`src/rtl/dio_pkg.sv`:
```
package dio_pkg;
  localparam int NUM_DIN = 11;
  localparam int NUM_CH = 2;
  localparam int NUM_SENSE = 3;
  localparam int FAIL_LIMIT_DEF = 8;
  localparam int FAIL_CNT_W = 8;
  // Poll byte fields
  localparam int POLL_OUT0_BIT = 0;
  localparam int POLL_OUT1_BIT = 1;
  // Response byte 2 fields
  localparam int RSP2_HOLD0_BIT = 3;
  localparam int RSP2_COIL0_BIT = 4;
  localparam int RSP2_COIL1_BIT = 5;
  localparam int RSP2_SUP0_BIT = 6;
  localparam int RSP2_SUP1_BIT = 7;
  // Diagnostic byte fields
  localparam int DIAG_VOLT_OFF_BIT = 0;
  localparam logic [1:0] OUT_RESET = 2'h3;
  localparam logic [7:0] BYTE_ZERO = 8'h00;

  typedef struct packed {
    logic [NUM_DIN-1:0] din_n;
    logic [NUM_CH-1:0] coil_ok_n;
    logic [NUM_CH-1:0] supply_present_n;
    logic [NUM_CH-1:0] hold_status_n;
  } dio_image_t;

  typedef struct packed {
    logic [7:0] byte2;
    logic [7:0] byte1;
  } dio_resp_t;
endpackage : dio_pkg

```
`src/rtl/dio_sync.sv`:
```
module dio_sync #(
  parameter int WIDTH = 1
) (
  input wire logic core_clk_i,
  input wire logic rstn_i,
  input wire logic ce_i,
  input wire logic [WIDTH-1:0] async_i,
  output logic [WIDTH-1:0] sync_o
);
  logic [WIDTH-1:0] meta_ff;
  logic [WIDTH-1:0] sync_ff;

  always_ff @(posedge core_clk_i or negedge rstn_i) begin
    if (!rstn_i) begin
      meta_ff <= '1;
      sync_ff <= '1;
    end else if (ce_i) begin
      meta_ff <= async_i;
      sync_ff <= meta_ff;
    end
  end

  assign sync_o = sync_ff;
endmodule : dio_sync

```
`src/rtl/dio_fail_cnt.sv`:
```
module dio_fail_cnt
  import dio_pkg::*;
#(
  parameter int FAIL_LIMIT = FAIL_LIMIT_DEF
) (
  input wire logic core_clk_i,
  input wire logic rstn_i,
  input wire logic ce_i,
  input wire logic scan_i,
  input wire logic any_volt_i,
  output logic override_o,
  output logic [FAIL_CNT_W-1:0] count_o
);
  localparam logic [FAIL_CNT_W-1:0] CNT_MAX = '1;
  localparam logic [FAIL_CNT_W-1:0] LIMIT = FAIL_CNT_W'(FAIL_LIMIT);
  logic [FAIL_CNT_W-1:0] cnt_ff;
  logic [FAIL_CNT_W-1:0] nxt_cnt;

  // Clear while any voltage, saturating count otherwise
  assign nxt_cnt = any_volt_i ? '0 :
                   (cnt_ff == CNT_MAX) ? cnt_ff :
                   cnt_ff + 1'b1;

  always_ff @(posedge core_clk_i or negedge rstn_i) begin
    if (!rstn_i) begin
      cnt_ff <= '0;
    end else if (ce_i && scan_i) begin
      cnt_ff <= nxt_cnt;
    end
  end

  assign override_o = (cnt_ff > LIMIT);
  assign count_o = cnt_ff;
endmodule : dio_fail_cnt

```
`src/rtl/dio_scan.sv`:
```
// Overview of operation
// - Each scan samples 11 inputs, coil, supply, hold and three sense lines.
// - Sense lines are read every scan; both input bytes only on scans that update the image.
// - Image updates only with a sense voltage present, unless overridden.
// - Any sense line off sets the voltage-off diagnostic bit.
// - Failure counter increments each scan with all sense voltages absent.
// - Counter above limit forces image update without sense voltage.
// - Failure counter held at zero while any sense voltage present.
// - Coil status reported true while its output is on.
// - Bits 0 and 1 of the normal update message byte are written into the output latch.
// - Poll bit 0 drives channel 0, bit 1 channel 1, active low.
// - Response bytes carry inputs, hold0, coils and supplies per layout.
// - Hold status is captured in the image only on scans that update the image.
// - On link timeout, channels with hold true stay energized.
// - On link timeout, channels with hold false are cleared off.
// - Output drive and coil monitor never enabled together.
// - All sensed status inputs are active low.
module dio_scan
  import dio_pkg::*;
#(
  parameter int FAIL_LIMIT = FAIL_LIMIT_DEF
) (
  input wire logic core_clk_i,
  input wire logic rstn_i,
  input wire logic ce_i,
  input wire logic scan_tick_i,
  input wire dio_pkg::dio_image_t image_n_i,
  input wire logic sense_volt_a_n_i,
  input wire logic sense_volt_b_n_i,
  input wire logic sense_volt_c_n_i,
  input wire logic point_message_valid_i,
  input wire logic [7:0] point_message_data_i,
  input wire logic interlink_timeout_i,
  output logic out0_drive_n_o,
  output logic out1_drive_n_o,
  output logic [1:0] coil_mon_en_o,
  output dio_pkg::dio_resp_t resp_o,
  output logic [7:0] diag_o,
  output logic volt_fail_override_o,
  output logic [FAIL_CNT_W-1:0] volt_fail_count_o
);
  localparam int IMG_W = $bits(dio_image_t);

  dio_image_t img_s;
  dio_image_t work_ff;
  logic [NUM_SENSE-1:0] sense_n_s;
  logic [1:0] out_n_ff;
  logic [1:0] nxt_out_n;
  logic [1:0] out_on;
  logic [7:0] resp1_ff;
  logic [7:0] resp2_ff;
  logic [7:0] diag_ff;
  logic [7:0] nxt_resp1;
  logic [7:0] nxt_resp2;
  logic [7:0] nxt_diag;
  logic [1:0] coil_rep;
  logic [1:0] hold_on;
  logic any_volt;
  logic all_volt;
  logic override;
  logic take_img;
  logic scan_go;

  // Pin synchronisers
  dio_sync #(
    .WIDTH(IMG_W)
  ) u_img_sync (
    .core_clk_i(core_clk_i),
    .rstn_i(rstn_i),
    .ce_i(ce_i),
    .async_i(image_n_i),
    .sync_o(img_s)
  );

  dio_sync #(
    .WIDTH(NUM_SENSE)
  ) u_sense_sync (
    .core_clk_i(core_clk_i),
    .rstn_i(rstn_i),
    .ce_i(ce_i),
    .async_i({sense_volt_c_n_i, sense_volt_b_n_i, sense_volt_a_n_i}),
    .sync_o(sense_n_s)
  );

  assign scan_go = scan_tick_i;
  assign any_volt = ~&sense_n_s;
  assign all_volt = ~|sense_n_s;

  dio_fail_cnt #(
    .FAIL_LIMIT(FAIL_LIMIT)
  ) u_fail_cnt (
    .core_clk_i(core_clk_i),
    .rstn_i(rstn_i),
    .ce_i(ce_i),
    .scan_i(scan_go),
    .any_volt_i(any_volt),
    .override_o(override),
    .count_o(volt_fail_count_o)
  );

  // Image qualification
  assign take_img = scan_go && (any_volt || override);

  always_ff @(posedge core_clk_i or negedge rstn_i) begin
    if (!rstn_i) begin
      work_ff <= '1;
    end else if (ce_i && take_img) begin
      work_ff <= img_s;
    end
  end

  // Diagnostic byte refreshed each scan
  assign nxt_diag = all_volt ? BYTE_ZERO : (BYTE_ZERO | (8'h01 << DIAG_VOLT_OFF_BIT));

  // Output latch control
  assign hold_on = ~work_ff.hold_status_n;
  assign out_on = ~out_n_ff;

  always_comb begin
    nxt_out_n = out_n_ff;
    if (interlink_timeout_i) begin
      nxt_out_n = out_n_ff | ~hold_on;
    end else if (point_message_valid_i) begin
      nxt_out_n = {point_message_data_i[POLL_OUT1_BIT],
                   point_message_data_i[POLL_OUT0_BIT]};
    end
  end

  always_ff @(posedge core_clk_i or negedge rstn_i) begin
    if (!rstn_i) begin
      out_n_ff <= OUT_RESET;
    end else if (ce_i) begin
      out_n_ff <= nxt_out_n;
    end
  end

  assign out0_drive_n_o = out_n_ff[0];
  assign out1_drive_n_o = out_n_ff[1];
  assign coil_mon_en_o = ~out_on & ~(~nxt_out_n);

  // Response build, active-high sense
  assign coil_rep = out_on | ~work_ff.coil_ok_n;
  assign nxt_resp1 = ~work_ff.din_n[7:0];
  assign nxt_resp2 = {~work_ff.supply_present_n[1], ~work_ff.supply_present_n[0],
                      coil_rep[1], coil_rep[0], ~work_ff.hold_status_n[0],
                      ~work_ff.din_n[10:8]};

  always_ff @(posedge core_clk_i or negedge rstn_i) begin
    if (!rstn_i) begin
      resp1_ff <= BYTE_ZERO;
      resp2_ff <= BYTE_ZERO;
      diag_ff <= BYTE_ZERO;
    end else if (ce_i) begin
      resp1_ff <= nxt_resp1;
      resp2_ff <= nxt_resp2;
      if (scan_go) begin
        diag_ff <= nxt_diag;
      end
    end
  end

  assign resp_o.byte1 = resp1_ff;
  assign resp_o.byte2 = resp2_ff;
  assign diag_o = diag_ff;
  assign volt_fail_override_o = override;
endmodule : dio_scan

```
`config.mk`:
```
export PLATFORM = sky130hd
export DESIGN_NAME = dio_scan
export DESIGN_NICKNAME = d
export VERILOG_FILES = /design/src/rtl/dio_pkg.sv /design/src/rtl/dio_sync.sv /design/src/rtl/dio_fail_cnt.sv /design/src/rtl/dio_scan.sv
export SDC_FILE = /design/constraint.sdc
export NUM_CORES = 1
export LEC_CHECK = 0
export BUFFER_PORTS_ARGS = -buffer_cell sky130_fd_sc_hd__buf_2
export CAP_MARGIN = 20
export CORE_MARGIN = 2
export CORE_UTILIZATION = 45
export CTS_BUF_LIST = sky130_fd_sc_hd__clkbuf_2 sky130_fd_sc_hd__clkbuf_4 sky130_fd_sc_hd__clkbuf_8
export CTS_CLUSTER_SIZE = 14
export DETAILED_ROUTE_END_ITERATION = 10
export GPL_TIMING_DRIVEN = 0
export PLACE_DENSITY = 0.73
export SETUP_SLACK_MARGIN = 0.5
export SYNTH_ARGS = -nofsm -noshare
export SYNTH_HDL_FRONTEND = slang
export SYNTH_SLANG_ARGS = --single-unit
```
`constraint.sdc`:
```
create_clock -name core_clk_i -period 1.87 [get_ports core_clk_i]
set_input_delay 0.561 -clock core_clk_i [delete_from_list [all_inputs] [get_ports core_clk_i]]
set_output_delay 0.561 -clock core_clk_i [all_outputs]
set_load 0.02 [all_outputs]
```
==> impl_metrics.toml <==
[run_status]
status = "complete, but fails checks"
violations = "negative setup slack"

[timing]
drv_slew = 0
clock_skew_ns = 0.006891
fmax_mhz = 437.7
rsz0062_at_grt = "true"
fin_ws_ns = -0.4146
finalCriticalPeriod_ns = 2.285
setup-violations-final = 1
holdWs_ns = 0.1619
hold_viol_final = 0
fin_crit_sh = 1.222

[cts]
clockRootBuffer = "clkbuf_8"
insertion_delay_ns = 0.35
clk_pin_slew_ns = 0.08
cts_tree = "yes"
numCtsBuffers = 9
cts_buffer_depth = 2
clock-sinks = 84
cts_htree_levels = 3

[setup_path]
rr_worst_depth = 9
worstSetupPathType = "reg -> out"
reg2reg_slack_ns = 0.18
crit_path_end_kind = "output port"
cp.required_ns = 1.31
rr_endpoint = "work_ff[12]"
cp.arrival_ns = 1.72
r2r-start = "u_fail_cnt.count_o[0]"
path_max_fanout = 2
crit_path_start_kind = "register"

[global_route]
antenna_found_initial = 0
grt.total_usage = 0.1817
grt_pass1_vias = 2837
grt.overflow.total = 0
grt_pass1_wl_um = 14130
grt_start_max_net_pins = 47

[detailed_routing]
routed_wirelength_um = 9181
viasPerCell = 5.576
num_vias = 3089
drt-initial-drc-count = 340
drc = 0
first_pass_iters = 5
wl_per_cell_um = 16.57
ant_nets = 0

[floorplanning]
dieArea_mm2 = 0.009694
rows = 34
chipWidth_um = 98.46
die_y_um = 98.46
core_area_mm2 = 0.008678
start_util = 0.4627
top_level_ports = 71

[layout]
final_area_mm2 = 0.005320
area_delta_synth_final_pct = 32.50
drive_gt1_frac = 0.5942
fin_util = 0.6130
fill_cells = 691
antenna_cells = 0
final_nets = 477

[logic_synthesis]
yosys-mux-area-fraction = 0.1549
async_flop_share = 1.000
synth_edf_count = 0
synthFlopType = "dfstp_2"
synth_top_family_by_area = "multiplexers"
synth_warnings = 0
ys_ff_latch = 84
yosys.area_share.simple = 0.08507
avgSynthCellArea_um2 = 11.77
netlist_area_mm2 = 0.004015
syn_inst = 341
synth_compound_area_frac = 0.1468
ys_seq_area_frac = 0.5419
synth_xor_area_frac = 0
synth_adder_area_share = 0.006232
synth_cell_type_count = 39

[place]
place_area_mm2 = 0.004563
portBuffers = 56
gp_congestion = 0.8914
hpwl_um = 5969

[run]
maxCapViolCount = 0

[power]
ir_drop_uv = 411.5
cellPowerDensity_mw_per_mm2 = 994.2
leakagePower_uw = 0.002296

[worst_hold_path]
holdCritPathClass = "in -> async"
placed cells by master, fill, tap and decap left out, types with 3 or more instances in the layout:
master / instances
clkbuf_2: 6
a211oi_2: 3
clkbuf_8: 15
clkbuf_1: 3
clkinv_2: 4
buf_6: 39
mux2_2: 40
dfrtp_2: 8
conb_1: 7
mux2i_1: 16
buf_4: 32
a22oi_1: 17
and3_1: 18
o21ai_0: 4
dfstp_2: 59
o211ai_1: 17
and3_4: 4
nand2b_1: 3
nand2_1: 20
o2111ai_1: 17
buf_2: 30
inv_1: 16
dfrtp_1: 17
a31oi_1: 3
a21oi_1: 7
per-stage QoR:
step | power [µW] | cells | worst slack [ns] | setup TNS (ns)
after CTS | 5243 | 545 | -0.3935 | -0.3935
after global routing | 5575 | 554 | -0.4563 | -0.4563
after global placement | 3668 | 511 | -0.4736 | -8.856
after detailed placement | 3721 | 512 | -0.3047 | -0.3047
after floorplan | 3315 | 347 | -0.1241 | -0.1241
final | 5289 | 554 | -0.4146 | -0.4146
cells by family after synthesis:
family,Yosys count
compound gates,79
fa+ha+maj,2
simple gates,63
other cells,1
mux,57
buf+inv,55
flops,84
synth_stat cells (4+ instances only):
cell       number  area share
o21ai_0         4      0.0050
and3_1         22       0.034
nand2_1        23       0.022
dfrtp_1        25        0.16
a211oi_1        5      0.0093
buf_2           8       0.010
o2111ai_1      17       0.037
dfstp_2        59        0.39
mux2i_1        16       0.040
buf_4           7       0.013
o211ai_1       17       0.032
a22oi_1        17       0.032
mux2_2         41        0.11
inv_1          20       0.019
a21oi_1         7      0.0087
clkbuf_1       15       0.014
sequential cells by signal, summed over array words and instances (netlist names):
signal / cells
u_img_sync.meta_ff: 17
u_fail_cnt.count_o: 8
resp1_ff: 8
u_sense_sync.sync_o: 3
work_ff: 17
diag_o: 1
u_sense_sync.meta_ff: 3
out_n_ff: 2
resp2_ff: 8
u_img_sync.sync_o: 17
area by class of cell:
| class | instances | area, µm² | share of cell area |
|---|---|---|---|
| inverter | 21 | 97.59 | 0.01834 |
| clock inverter | 4 | 22.52 | 0.004233 |
| multi-input combinational | 208 | 1752 | 0.3293 |
| clock buffer | 12 | 165.2 | 0.03104 |
| timing repair buffer | 83 | 703.2 | 0.1322 |
| tap | 108 | 135.1 | 0.02540 |
| buffer | 34 | 259.0 | 0.04868 |
| sequential | 84 | 2186 | 0.4109 |
power by group:
group          internal (µW)  switching, µW
clock                    584            608
sequential              2350            290
combinational            799            663
total                   3730           1560
worst max-delay path by stage:
| stage | startpoint | end | slack (ns) | cells past startpoint |
|---|---|---|---|---|
| global placement | rstn_i | u_fail_cnt.count_o[1] | -0.47 | 1 |
| finish | u_fail_cnt.count_o[1] | volt_fail_override_o | -0.41 | 9 |
| floorplan | u_fail_cnt.count_o[1] | volt_fail_override_o | -0.12 | 8 |
| detailed placement | u_fail_cnt.count_o[6] | volt_fail_override_o | -0.30 | 6 |
| CTS | u_fail_cnt.count_o[0] | volt_fail_override_o | -0.39 | 9 |
| global route | u_fail_cnt.count_o[0] | volt_fail_override_o | -0.46 | 9 |
metal layers:
| layer | routed length (µm) | share of wire | GRT usage | vias to the layer above |
|---|---|---|---|---|
| met5 | 0 | 0 | 0 | - |
| met4 | 218 | 0.024 | 0.06639 | 0 |
| met3 | 455 | 0.050 | 0.03688 | 25 |
| met2 | 4278 | 0.47 | 0.2909 | 127 |
| met1 | 4229 | 0.46 | 0.2471 | 1487 |
| li1 | - | - | - | 1450 |
critical path, stage by stage (launching register included):
cell	delay, ns
dfrtp_2	0.42
inv_2	0.07
ha_4	0.12
nor2b_4	0.15
buf_6	0.11
o21a_1	0.13
buf_6	0.11
buf_8	0.10
clkinv_4	0.04
buf_6	0.12
timing repair:
action	CTS	global route
resized for setup	91	23
endpoints found under the setup margin	55	55
setup buffers	16	9
hold buffers	0	0
gates cloned	1	0
pin swaps	8	6
(Power assumes the default switching activity.)
